### config.mk
export PLATFORM = sky130hd
export DESIGN_NAME = dio_port
export DESIGN_NICKNAME = d
export VERILOG_FILES = /design/src/rtl/dio_pkg.sv /design/src/rtl/dio_port.sv /design/src/rtl/dio_time_of_day.sv
export SDC_FILE = /design/constraint.sdc
export NUM_CORES = 1
export LEC_CHECK = 0
export BUFFER_PORTS_ARGS = -buffer_cell sky130_fd_sc_hd__buf_2
export CORE_MARGIN = 2
export CORE_UTILIZATION = 45
export DETAILED_ROUTE_END_ITERATION = 16
export PLACE_DENSITY = 0.75
export SLEW_MARGIN = 20
export SYNTH_ARGS = -nofsm -noshare
export SYNTH_HDL_FRONTEND = slang
export SYNTH_SLANG_ARGS = --single-unit
### constraint.sdc
create_clock -name clk_sys_i -period 3.95 [get_ports clk_sys_i]
set_input_delay 0.79 -clock clk_sys_i [delete_from_list [all_inputs] [get_ports clk_sys_i]]
set_output_delay 0.79 -clock clk_sys_i [all_outputs]
set_load 0.1 [all_outputs]
### src/rtl/dio_pkg.sv
// Package with constants, register map and opcodes of the discrete I/O port
// Overview of operation
// Four lines, each input or output
// Opcodes 0..4: read, write, getdir, setdir, reset
// Value and mask used only by write/setdir
// Write drives selected lines to value bits
// Mask bits 3:0 select lines to change
// Setdir bit 1 output, 0 input; default input
// Result carries data in bits 3:0 only
// Read returns pin for inputs, driven for outputs
// Write returns line state after update
// Getdir returns one direction bit per line
// Timestamp on actual output change, else zero
// Timestamp fields sign, hour, day, ms, us, 100ns; the code has no sign field and also stamps min and sec
// Reset leaves all lines inputs, drivers off; the reset opcode 4 leaves direction and drivers unchanged
package dio_pkg;
  localparam int LINES = 4;
  localparam logic [11:0] OFF_OP = 12'h000;
  localparam logic [11:0] OFF_VALUE = 12'h004;
  localparam logic [11:0] OFF_MASK = 12'h008;
  localparam logic [11:0] OFF_RESULT = 12'h00C;
  localparam logic [11:0] OFF_STATUS = 12'h010;
  localparam logic [11:0] OFF_TS_HMS = 12'h014;
  localparam logic [11:0] OFF_TS_DAY = 12'h018;
  localparam logic [11:0] OFF_TS_SUB = 12'h01C;
  localparam logic [3:0] DIR_RESET = 4'h0;
  localparam logic [3:0] OUT_RESET = 4'h0;
  localparam int CLK_PERIOD_NS = 10;
  localparam int TICK_NS = 100;
  localparam int TICK_CYCLES = TICK_NS / CLK_PERIOD_NS;
  localparam logic [8:0] DAY_FIRST = 9'h001;
  localparam logic [8:0] DAY_LAST = 9'h16E;
  typedef enum logic [2:0] {
    READ_LINES_OP = 3'h0,
    WRITE_LINES_OP = 3'h1,
    GET_DIRECTION_OP = 3'h2,
    SET_DIRECTION_OP = 3'h3,
    PORT_RESET_OP = 3'h4
  } dio_op_t;
endpackage : dio_pkg

### src/rtl/dio_port.sv
// Discrete I/O port with APB command registers and change time stamp
//
// Our own choices: the register addresses and the APB register port.
`timescale 1ns/1ps
module dio_port #(
  parameter int LINES = dio_pkg::LINES
) (
  input wire logic clk_sys_i,
  input wire logic arst_n_i,
  input wire logic psel,
  input wire logic penable,
  input wire logic pwrite,
  input wire logic [11:0] paddr,
  input wire logic [31:0] pwdata,
  output logic [31:0] prdata,
  output logic pready,
  output logic pslverr,
  input wire logic [LINES-1:0] line_in_i,
  output logic [LINES-1:0] line_out_o,
  output logic [LINES-1:0] line_oe_o
);
  logic [LINES-1:0] sync1, sync2;
  logic [LINES-1:0] dir;
  logic [LINES-1:0] drive;
  logic [31:0] value_arg;
  logic [31:0] mask_arg;
  logic [31:0] result_word;
  logic [31:0] ts_hms, ts_day, ts_sub;
  logic ts_valid;
  logic bad_op;
  logic [31:0] clk_hms_set, clk_day_set;
  logic clk_load;
  logic [4:0] hour;
  logic [5:0] min, sec;
  logic [8:0] day;
  logic [9:0] ms, us;
  logic [3:0] ns100;
  logic [LINES-1:0] line_state;
  logic [LINES-1:0] next_drive;
  logic [LINES-1:0] sel;
  logic wr_acc, rd_acc;
  logic op_go;
  logic [2:0] op_code;
  logic changed;

  assign wr_acc = psel && penable && pwrite;
  assign rd_acc = psel && penable && !pwrite;
  assign pready = 1'b1;
  assign op_go = wr_acc && (paddr == dio_pkg::OFF_OP);
  assign op_code = pwdata[2:0];

  // Two-stage synchroniser; the first stage feeds only the second
  always_ff @(posedge clk_sys_i or negedge arst_n_i)
    if (!arst_n_i)
    begin
      sync1 <= '0;
      sync2 <= '0;
    end
    else
    begin
      sync1 <= line_in_i;
      sync2 <= sync1;
    end

  // Outputs read back from the driver latch, inputs from the pin
  assign line_state = (dir & drive) | (~dir & sync2);

  assign sel = mask_arg[LINES-1:0];
  assign next_drive = (drive & ~sel) | (value_arg[LINES-1:0] & sel);
  // Only lines that are outputs produce a visible change
  assign changed = |((next_drive ^ drive) & dir);

  always_ff @(posedge clk_sys_i or negedge arst_n_i)
    if (!arst_n_i)
    begin
      value_arg <= '0;
      mask_arg <= '0;
    end
    else if (wr_acc && paddr == dio_pkg::OFF_VALUE)
      value_arg <= pwdata;
    else if (wr_acc && paddr == dio_pkg::OFF_MASK)
      mask_arg <= pwdata;

  // Time-of-day preset: seconds/minutes/hours and day
  always_ff @(posedge clk_sys_i or negedge arst_n_i)
    if (!arst_n_i)
    begin
      clk_hms_set <= '0;
      clk_day_set <= 32'(dio_pkg::DAY_FIRST);
      clk_load <= 1'b0;
    end
    else
    begin
      clk_load <= 1'b0;
      if (wr_acc && paddr == dio_pkg::OFF_TS_HMS)
        clk_hms_set <= pwdata;
      if (wr_acc && paddr == dio_pkg::OFF_TS_DAY)
      begin
        clk_day_set <= pwdata;
        clk_load <= 1'b1;
      end
    end

  // Output latch and direction, updated only by their own operations
  always_ff @(posedge clk_sys_i or negedge arst_n_i)
    if (!arst_n_i)
    begin
      drive <= dio_pkg::OUT_RESET;
      dir <= dio_pkg::DIR_RESET;
    end
    else if (op_go && op_code == dio_pkg::WRITE_LINES_OP)
      drive <= next_drive;
    else if (op_go && op_code == dio_pkg::SET_DIRECTION_OP)
      dir <= value_arg[LINES-1:0];

  assign line_out_o = drive;
  assign line_oe_o = dir;

  // Result word and time stamp; upper bits forced to zero
  always_ff @(posedge clk_sys_i or negedge arst_n_i)
    if (!arst_n_i)
    begin
      result_word <= '0;
      ts_hms <= '0;
      ts_day <= '0;
      ts_sub <= '0;
      ts_valid <= 1'b0;
      bad_op <= 1'b0;
    end
    else if (op_go)
    begin
      bad_op <= 1'b0;
      ts_valid <= 1'b0;
      unique case (op_code)
        dio_pkg::READ_LINES_OP:
          result_word <= {{(32-LINES){1'b0}}, line_state};
        dio_pkg::WRITE_LINES_OP:
        begin
          // The latch updates this same edge, so present the post-update view
          result_word <= {{(32-LINES){1'b0}}, (dir & next_drive) | (~dir & sync2)};
          if (changed)
          begin
            ts_hms <= {11'h000, hour, 2'h0, min, 2'h0, sec};
            ts_day <= {23'h000000, day};
            ts_sub <= {4'h0, ns100, 2'h0, us, ms, 2'h0};
            ts_valid <= 1'b1;
          end
          else
          begin
            ts_hms <= '0;
            ts_day <= '0;
            ts_sub <= '0;
          end
        end
        dio_pkg::GET_DIRECTION_OP:
          result_word <= {{(32-LINES){1'b0}}, dir};
        dio_pkg::SET_DIRECTION_OP:
          result_word <= '0;
        dio_pkg::PORT_RESET_OP:
          result_word <= '0;
        default:
        begin
          result_word <= '0;
          bad_op <= 1'b1;
        end
      endcase
    end

  dio_time_of_day u_tod (
    .clk_sys_i(clk_sys_i),
    .arst_n_i(arst_n_i),
    .load_i(clk_load),
    .load_hms_i(clk_hms_set),
    .load_day_i(clk_day_set),
    .hour_o(hour),
    .min_o(min),
    .sec_o(sec),
    .day_o(day),
    .ms_o(ms),
    .us_o(us),
    .ns100_o(ns100)
  );

  // Read mux; unmapped offsets answer with an error and zero data
  always_comb
  begin
    prdata = '0;
    pslverr = 1'b0;
    if (rd_acc)
      unique case (paddr)
        dio_pkg::OFF_OP: prdata = '0;
        dio_pkg::OFF_VALUE: prdata = value_arg;
        dio_pkg::OFF_MASK: prdata = mask_arg;
        dio_pkg::OFF_RESULT: prdata = result_word;
        dio_pkg::OFF_STATUS: prdata = {26'h0000000, bad_op, ts_valid, line_state};
        dio_pkg::OFF_TS_HMS: prdata = ts_hms;
        dio_pkg::OFF_TS_DAY: prdata = ts_day;
        dio_pkg::OFF_TS_SUB: prdata = ts_sub;
        default: pslverr = 1'b1;
      endcase
    else if (wr_acc)
      pslverr = !(paddr inside {dio_pkg::OFF_OP, dio_pkg::OFF_VALUE, dio_pkg::OFF_MASK,
                                dio_pkg::OFF_TS_HMS, dio_pkg::OFF_TS_DAY});
  end
endmodule : dio_port

### src/rtl/dio_time_of_day.sv
// Free-running time-of-day counter with 100 ns resolution
`timescale 1ns/1ps
module dio_time_of_day (
  input wire logic clk_sys_i,
  input wire logic arst_n_i,
  input wire logic load_i,
  input wire logic [31:0] load_hms_i,
  input wire logic [31:0] load_day_i,
  output logic [4:0] hour_o,
  output logic [5:0] min_o,
  output logic [5:0] sec_o,
  output logic [8:0] day_o,
  output logic [9:0] ms_o,
  output logic [9:0] us_o,
  output logic [3:0] ns100_o
);
  logic [3:0] pre;
  logic t100;
  assign t100 = (pre == 4'(dio_pkg::TICK_CYCLES - 1));
  always_ff @(posedge clk_sys_i or negedge arst_n_i)
    if (!arst_n_i)
      pre <= 4'h0;
    else
      pre <= t100 ? 4'h0 : pre + 4'h1;
  // Cascaded rollover; loading restarts the sub-second part
  always_ff @(posedge clk_sys_i or negedge arst_n_i)
    if (!arst_n_i)
    begin
      {hour_o, min_o, sec_o, ms_o, us_o, ns100_o} <= '0;
      day_o <= dio_pkg::DAY_FIRST;
    end
    else if (load_i)
    begin
      hour_o <= load_hms_i[20:16];
      min_o <= load_hms_i[13:8];
      sec_o <= load_hms_i[5:0];
      day_o <= load_day_i[8:0];
      {ms_o, us_o, ns100_o} <= '0;
    end
    else if (t100)
    begin
      ns100_o <= (ns100_o == 4'h9) ? 4'h0 : ns100_o + 4'h1;
      if (ns100_o == 4'h9)
      begin
        us_o <= (us_o == 10'h3E7) ? 10'h000 : us_o + 10'h001;
        if (us_o == 10'h3E7)
        begin
          ms_o <= (ms_o == 10'h3E7) ? 10'h000 : ms_o + 10'h001;
          if (ms_o == 10'h3E7)
          begin
            sec_o <= (sec_o == 6'h3B) ? 6'h00 : sec_o + 6'h01;
            if (sec_o == 6'h3B)
            begin
              min_o <= (min_o == 6'h3B) ? 6'h00 : min_o + 6'h01;
              if (min_o == 6'h3B)
              begin
                hour_o <= (hour_o == 5'h17) ? 5'h00 : hour_o + 5'h01;
                if (hour_o == 5'h17)
                  day_o <= (day_o == dio_pkg::DAY_LAST) ? dio_pkg::DAY_FIRST : day_o + 9'h001;
              end
            end
          end
        end
      end
    end
endmodule : dio_time_of_day

==> Word-level counts from Yosys, hierarchy flattened <==
Index checks and enable logic that the tools add are counted.
{ "op_classes": {"add_sub_neg": 8, "n_eq_ne": 19, "mux": 56, "n_bitwise": 14, "n_reduce_logical": 34} }
{ "op_table": {"columns": ["op", "n"], "rows": [
  ["case mux 32 bit (7 select lines)", 1],
  ["two-way mux 10 bit", 9],
  ["two-way mux 9 bit", 10],
  ["two-way mux 6 bit", 13],
  ["== test 12 x 5 -> 1 bit (second input constant)", 4],
  ["two-way mux 5 bit", 8],
  ["two-way mux 32 bit", 1],
  ["two-way mux 28 bit", 1],
  ["AND 4 bit", 6],
  ["== test 12 x 4 -> 1 bit (second input constant)", 2],
  ["two-way mux 21 bit", 1],
  ["adder 10 x 1 -> 10 bit (second input constant)", 2],
  ["== test 10 bit (second input constant)", 2],
  ["two-way mux 4 bit", 4],
  ["nonzero test 2 bit", 7],
  ["adder 6 x 1 -> 6 bit (second input constant)", 2],
  ["== test 12 x 3 -> 1 bit (second input constant)", 1],
  ["== test 6 bit (second input constant)", 2],
  ["zero test 12 bit", 1],
  ["bitwise OR 4 bit", 3],
  ["case mux 4 bit (3 select lines)", 1],
  ["logical AND 1 bit", 10],
  ["adder 9 x 1 -> 9 bit (second input constant)", 1],
  ["== test 9 bit (second input constant)", 1],
  ["23 further kinds", 38]
]} }
{ "word_totals": {"reg_bits": 295, "in_bits": 53, "out_inout_bits": 42, "word_cells": 154} }

==> Longest topological paths before layout <==
Gate-level depths: netlist (run 1).
{ "depth": {"word_depth": 10, "ltp_mapped": 8, "mapped_depth_nobuf": 7} }

==> By module <==
A second synthesis (run 1) with hierarchy kept.
{ "unflattened": {"cells_unflattened": 1107, "area_unflattened_um2": 12361.9} }
{ "modules_own_cells": {"columns": ["mod", "n_inst", "cells_per_inst", "area_each_um2", "seq_area_each_um2"], "rows": [
  ["dio_port", 1, 741, 9115.0, 5031.1],
  ["dio_time_of_day", 1, 366, 3246.9, 1352.5]
]} }

==> Least setup slack after synthesis (run 1) <==
Ideal clock, no wire load.
{ "synth_timing": {"path_kind": "input-to-output", "from": "input paddr[7]", "to": "output prdata[1]", "arrival_ns": 4.144, "t_required_ns": 3.160, "setup_slack_ns": -0.984, "path_stages": 5, "n_path_buf": 1, "path_cell_list": "nor4_4 nand3_2 or4_1 clkbuf_1 a211oi_1"} }
{ "synth_via": {"elab_chain_len": 3, "elab_cells_between_ends": 9, "cone_classes": "7 x eq/ne; 2 x mux"} }
{ "synth_rtl": {"columns": ["element", "line", "rtl"], "rows": [
  ["start, declared", "dio_port.sv:13", "input wire logic [11:0] paddr,"],
  ["== test 12 x 5 -> 1 bit (tied with other cells)", "dio_port.sv:190", "unique case (paddr)"],
  ["case mux 32 bit (7 select lines) *", "dio_port.sv:190", null],
  ["two-way mux 32 bit *", "dio_port.sv:189", "if (rd_acc)"],
  ["end, declared", "dio_port.sv:15", "output logic [31:0] prdata,"]
]} }
Mark *: on every way between the ends. The rest lies on a longest branch, timed or not.

==> Worst setup path in the final report (run 1) <==
Ends and elaborated chain as after synthesis.

==> results.tsv, run 1 <==
stage	metric	value	unit
die	rows	56	
worst_hold_path	holdCritPathClass	in -> async	
timing	tightest_slew	1.04	ns
grt	grt_use_met2	34.9	%
setup_path	crit_chain	buf_2, nor4_4, nand3_2, or4_1, buf_4, a211oi_2, buf_12	
synthesis	synthFlopType	dfrtp_1	
setup_path	crit_type	in -> out	
setup_path	cp.arrival	2.79	ns
grt	grt.busiest_layer	met2	
cells_and_area	nets	1154	
route	ant_nets	0	
setup_path	r2r_start	u_tod.pre[2]	
clock_tree	post_cts_buffers	0	
job	maxCapViolations	0	
status	status	finished, final reports clean	
timing	timing.final.ws_setup	0.366	ns
timing	slew_viol_final	0	
synthesis	ys_seq_area_share	51.0	%
power_and_ir_drop	p_leak	5.99	nW
grt	grt_first_pass_wirelength	43.2	mm
die	ios	95	
cells_and_area	area_growth	18.4	%
timing	setup_viol_count_final	0	
route	drcViolationCount	0	
clock_tree	cts_hold_buffers	0	
timing	rsz0062_at_grt	false	
synthesis	async_flop_share	100	%
route	vias_per_cell	5.87	
synthesis	ys_seq_elements	217	
cells_and_area	register_area	5430	um^2
synthesis	yosys_warnings	0	
timing	hold_ws	0.339	ns
die	coreArea	23300	um^2
setup_path	cp_slowest_stage_delay	0.59	ns
clock_tree	h-tree-depth	1	
clock_tree	cts_resized	0	
place	pre_cts_slack	0.360	ns
grt	grt_pass1_vias	8321	
synthesis	synth_area	10700	um^2
clock_tree	path_clk_slew	0.06	ns
power_and_ir_drop	ir_drop	268	uV
power_and_ir_drop	powerDensity	349	nW/um^2
place	dp_hpwl	18.1	mm
setup_path	worstPathRequired	3.16	ns
grt	grt_util_met3	3.50	%
setup_path	crit_start	paddr[7]	
setup_path	crit_path_end_kind	output port	
clock_tree	insertion_delay	0.51	ns
clock_tree	clock_path_buffers	3	
synthesis	syn_inst	1020	
grt	grt_usage	21.8	%
clock_tree	cts_buffers	22	
synthesis	synth_cell_types	73	
timing	period_needed	3.58	ns
timing	hold_viol_final	0	
timing	slew-limit-headroom	30.8	%
route	dr.pass1.iters	5	
die	die_w	158	um
setup_path	critPathMaxFanout	31	
grt	grt_max_degree	90	
clock_tree	cts-root-buf	clkbuf_16	
route	vias	8369	
setup_path	startpoint_type	input pin	
die	die_y	158	um
route	post_drt_wl_per_cell	18.7	um
clock_tree	cts_tree	done	
timing	fmax	0.279	GHz
place	gp_congestion	0.856	
route	drt-total-wl	26.6	mm
grt	grt_overflow_total	0	
clock_tree	cts_sinks	217	
cells_and_area	fill_cells	1925	
setup_path	cp_top_family	simple AND/OR/NAND/NOR gates	
grt	met1_usage	29.5	%
place	port_buffers	93	
route	first_iter_violations	745	
synthesis	synth_edf_count	0	
timing	fin_worst_skew	0.0211	ns
die	die_area	24900	um^2
setup_path	worst-path-buf-inv	3	
grt	grt_antenna_before_repair	1	
cells_and_area	multi_input_area	4930	um^2
setup_path	cp_slowest_cell	or4_1	
die	initial_utilization	45.7	%
synthesis	syn_area_per_cell	10.4	um^2
synthesis	syn-num-nets	1082	
cells_and_area	drive_gt1_share	24.2	%
timing	fin_crit_sh	90.7	%
[registers in the layout, summed over array words and instances (netlist names), 4 cells and up]
| signal | cells |
|---|---|
| u_tod.us_o | 10 |
| mask_arg | 32 |
| value_arg | 32 |
| sync2 | 4 |
| ts_hms | 17 |
| u_tod.day_o | 9 |
| line_out_o | 4 |
| ts_sub | 24 |
| result_word | 4 |
| u_tod.ms_o | 10 |
| u_tod.ns100_o | 4 |
| u_tod.pre | 4 |
| clk_day_set | 9 |
| ts_day | 9 |
| u_tod.sec_o | 6 |
| clk_hms_set | 17 |
| line_oe_o | 4 |
| sync1 | 4 |
| u_tod.min_o | 6 |
| u_tod.hour_o | 5 |
[metrics by stage]
stage,instance area (um^2),utilization (%),cells,TNS [ns],power (mW)
global route,12600,54.1,1424,0,4.54
CTS,12600,54.0,1424,0,4.43
floorplan,10700,-,1020,-4.57,2.34
finish,12600,54.1,1425,0,4.41
detailed placement,11900,51.1,1387,0,2.44
global placement,11900,51.1,1387,0,2.44
[cells in the final DEF, fill, tap and decap left out, types with 8 or more instances in the layout]
cell	instances
buf_4	16
ha_1	9
a222oi_1	17
o31ai_1	12
o21ai_0	53
nand4_1	8
mux2_1	30
nor2_2	9
buf_12	34
buf_2	60
and3_1	12
xor2_1	11
nor3_1	10
mux2i_1	16
a22oi_1	14
mux2_2	91
nand2_1	158
inv_1	10
and2_1	8
dfrtp_1	215
clkbuf_16	23
nand3_1	78
nor2_1	67
a21oi_1	26
[report_power, final]
group	leakage (nW)	switching [mW]	internal [mW]	total, mW
sequential	2.99	0.0100	2.23	2.24
clock	0.337	0.835	1.17	2.01
combinational	2.66	0.113	0.0450	0.158
[synthesized netlist by cell type (all sizes together), types with 2 or more instances]
library cell / instances / area [um^2]
o2bb2ai: 2 / 17.5
nor2b: 7 / 43.8
nand4: 8 / 50.1
mux2: 121 / 1360
and4: 4 / 35.0
and3: 13 / 81.3
dfstp: 2 / 52.6
a211oi: 5 / 42.5
nor3b: 3 / 33.8
dfrtp: 215 / 5380
ha: 9 / 113
o21ai: 54 / 270
clkbuf: 29 / 109
mux2i: 16 / 160
nor3: 11 / 66.3
a22o: 4 / 35.0
xor2: 11 / 96.3
nand3: 80 / 405
o31ai: 12 / 90.1
a22oi: 14 / 105
or4: 3 / 22.5
a41o: 2 / 20.0
nand2b: 7 / 43.8
a221oi: 3 / 26.3
o311ai: 2 / 17.5
a31o: 2 / 17.5
a211o: 2 / 17.5
a32oi: 4 / 35.0
or3: 6 / 37.5
and2: 9 / 56.3
nand2: 159 / 599
nor4: 3 / 63.8
a31oi: 4 / 31.3
o211ai: 3 / 22.5
inv: 10 / 37.5
mux4: 2 / 45.0
nor2: 76 / 288
o41ai: 4 / 42.6
o22ai: 3 / 18.8
buf: 34 / 199
a21oi: 27 / 135
a41oi: 3 / 33.8
a222oi: 17 / 170
[layout make-up]
type | instances | share of cell area [%]
Clock buffer | 34 | 5.36
Sequential cell | 217 | 43.1
Multi-Input combinational cell | 730 | 39.1
Inverter | 10 | 0.297
Timing Repair Buffer | 111 | 8.83
Antenna cell | 1 | 0.0198
Clock inverter | 3 | 0.159
Tap cell | 319 | 3.16
[layer usage]
| layer | vias up | part of all wire, % |
|---|---|---|
| met5 | - | 0 |
| met4 | 0 | 3.2 |
| met3 | 55 | 6.4 |
| met2 | 313 | 48 |
| met1 | 4188 | 43 |
| li1 | 3813 | - |
[cell families (layout without fill, tap and decap cells)]
group	after synthesis	after routing	share of synthesized area, %
and+or+nand+nor	396	396	17.7
DFF	217	217	51.0
AOI/OAI and AO/OA	173	173	11.3
muxes	139	139	14.7
buffers and inverters	73	158	3.24
xor gates and xnor gates	12	12	0.986
adders and majority gates	9	9	1.06
other	1	2	0.0352
[final timing paths]
path | slack [ns] | depth (start not counted) | to
hold reg to reg | 0.35 | 0 | sync2[2]
hold / removal | 0.34 | 1 | line_out_o[2]
setup reg to reg | 1.31 | 5 | u_tod.hour_o[1]
setup / recovery | 0.37 | 7 | prdata[1]
min in group clk_sys_i | 0.35 | 0 | sync2[2]
max in group asynchronous | 2.59 | 2 | u_tod.ms_o[9]
(Power assumes the default switching activity.)
==> inputs of run 2 (changes only) <==
--- a/config.mk
+++ b/config.mk
@@ -11,2 +11,3 @@
 export DETAILED_ROUTE_END_ITERATION = 16
+export HOLD_SLACK_MARGIN = 0.02
 export PLACE_DENSITY = 0.75
==> constraint.sdc (replaced) <==
create_clock -name clk_sys_i -period 3.95 [get_ports clk_sys_i]
set_input_delay 0.395 -clock clk_sys_i [delete_from_list [all_inputs] [get_ports clk_sys_i]]
set_output_delay 0.395 -clock clk_sys_i [all_outputs]
set_load 0.1 [all_outputs]
==> results.tsv, run 2 (synthesized netlist as in run 1, its figures left out) <==
stage	metric	value	unit	change
status	status	finished, violations left		
status	violations	negative hold slack		
setup_path	critPathMaxFanout	19		-39%
route	dr.pass1.iters	7		+2
die	die_w	158	um	unchanged
clock_tree	insertion_delay	0.50	ns	about the same
cells_and_area	final_cell_mix	dfrtp_1 (215), nand2_1 (158), buf_2 (92)		
cells_and_area	drive_gt1_share	23.3	%	-0.85 points
setup_path	crit_type	in -> out		
cells_and_area	diodes	0		-1
setup_path	crit_path_end_kind	output port		
die	rows	56		unchanged
setup_path	startpoint_type	input pin		
die	die_area	24900	um^2	unchanged
setup_path	r2r-end	u_tod.day_o[1]		
power_and_ir_drop	comb_power_share	3.4	%	-0.2 points
timing	hold_viol_final	17		+17
power_and_ir_drop	power.switching	0.950	mW	-0.78%
timing	slew-limit-headroom	35.6	%	+4.8 points
route	vias_per_cell	5.76		-2.0%
timing	period_needed	3.27	ns	-0.316 ns
place	port_buffers	93		unchanged
grt	grt_overflow_total	0		unchanged
clock_tree	clock_path_buffers	3		unchanged
timing	fin_crit_sh	82.7	%	-8.0 points
power_and_ir_drop	powerDensity	378	nW/um^2	+8.2%
timing	fin_worst_skew	0.00938	ns	-0.0117 ns
route	vias	8231		-1.6%
timing	tightest_slew	0.953	ns	-0.0817 ns
clock_tree	cts_buffers	22		unchanged
timing	slew_viol_final	0		unchanged
cells_and_area	fill_cells	2016		+4.7%
die	initial_utilization	45.7	%	unchanged
setup_path	r2r_start	u_tod.min_o[0]		
job	maxCapViolations	0		unchanged
power_and_ir_drop	p_int	3.67	mW	+6.2%
clock_tree	post_cts_buffers	0		unchanged
timing	hold_ws	-0.0319	ns	-0.371 ns
grt	grt_pass1_vias	7906		-5.0%
setup_path	ff2ff_setup_slack	1.44	ns	+0.13 ns
die	die_y	158	um	unchanged
power_and_ir_drop	ir_drop	304	uV	+14%
timing	rsz0062_at_grt	false		
power_and_ir_drop	p_leak	5.97	nW	-0.27%
route	first_iter_violations	804		+7.9%
cells_and_area	nets	1158		+0.35%
worst_hold_path	holdCritPathClass	in -> async		
clock_tree	cts_tree	done		
place	dp_hpwl	17.4	mm	-3.8%
grt	grt_first_pass_wirelength	41.0	mm	-4.9%
cells_and_area	final_common_cell	dfrtp_1		
die	coreArea	23300	um^2	unchanged
power_and_ir_drop	seqPwrFrac	48.6	%	-2.3 points
power_and_ir_drop	p_clk_share	48.0	%	+2.5 points
die	ios	95		unchanged
route	drt-total-wl	25.6	mm	-3.8%
cells_and_area	fin_area	12200	um^2	-3.2%
clock_tree	cts_sinks	217		unchanged
setup_path	reg2reg_depth	6		+1
route	ant_nets	0		unchanged
cells_and_area	reg_top3	mask_arg (32), value_arg (32), ts_sub (24)		
place	placedCellCount	1387		unchanged
cells_and_area	fin_cells	1430		+0.35%
grt	grt_usage	20.4	%	-1.3 points
setup_path	worstPathRequired	3.56	ns	+0.40 ns
route	post_drt_wl_per_cell	17.9	um	-4.1%
cells_and_area	area_growth	14.6	%	
route	drcViolationCount	0		unchanged
power_and_ir_drop	p_sw_share	20.6	%	-1.1 points
timing	setup_viol_count_final	0		unchanged
clock_tree	cts-root-buf	clkbuf_16		
place	place_area	11400	um^2	-4.4%
grt	grt_max_degree	107		+19%
timing	fmax	0.306	GHz	+9.7%
clock_tree	h-tree-depth	1		unchanged
setup_path	cp.arrival	2.87	ns	+0.08 ns
clock_tree	path_clk_slew	0.06	ns	about the same
grt	grt_antenna_before_repair	0		-1
place	gp_congestion	0.838		-2.1%
-- run 2: how the worst max path moves through the flow --
stage	start	to	slack [ns]	cells after the start
2_1_floorplan	paddr[7]	prdata[1]	-0.19	5
3_3_place_gp	paddr[7]	prdata[7]	0.75	9
3_5_place_dp	paddr[7]	prdata[29]	0.72	9
4_1_cts	paddr[7]	prdata[29]	0.70	9
5_1_grt	paddr[7]	prdata[29]	0.54	9
6_report	paddr[7]	prdata[29]	0.68	9
-- run 2: repair_timing --
item / in CTS / in global routing
setup endpoints to repair: 0 / 0
resized for setup: 0 / 0
hold buffers: 4 / 0
endpoints found under the hold margin: 4 / 0
-- run 2: area by class of cell --
cell class	count	area (um^2)	share of cell area, %
Clock inverter	6	105	0.860
Sequential cell	217	5430	44.5
Timing Repair Buffer	115	674	5.52
Clock buffer	33	683	5.59
Inverter	10	37.5	0.307
Multi-Input combinational cell	730	4890	40.0
Tap cell	319	399	3.27
-- run 2: per-layer routing --
metal	GRT usage, %	part of all wire, %	up-vias
met5	0	0	-
met4	4.89	1.6	0
met3	2.68	5.5	35
met2	34.1	48	257
met1	28.4	45	4108
li1	-	-	3831
-- run 2: power by group through the flow --
stage          sequential [mW]  combinational [mW]  clock, mW
3_5_place_dp              2.28               0.156          0
4_1_cts                   2.24               0.160       2.26
3_3_place_gp              2.28               0.153          0
5_1_grt                   2.24               0.175       2.34
2_1_floorplan             2.28              0.0582          0
6_report                  2.24               0.158       2.22
-- run 2: through the flow --
step / setup TNS (ns) / setup slack [ns] / utilization, % / power [mW]
after floorplan: -0.389 / -0.194 / - / 2.34
after global routing: 0 / 0.542 / 52.4 / 4.76
after global placement: 0 / 0.748 / 48.8 / 2.44
final: 0 / 0.682 / 52.4 / 4.61
after CTS: 0 / 0.702 / 52.4 / 4.66
after detailed placement: 0 / 0.722 / 48.8 / 2.44
-- run 2: critical path, stage by stage --
cell and delay, ns:
buf_2 0.11, nor4_4 0.30, and3_1 0.22, buf_4 0.20
and3_1 0.76, buf_4 0.28, a22oi_1 0.09, nor2_1 0.09
buf_2 0.43
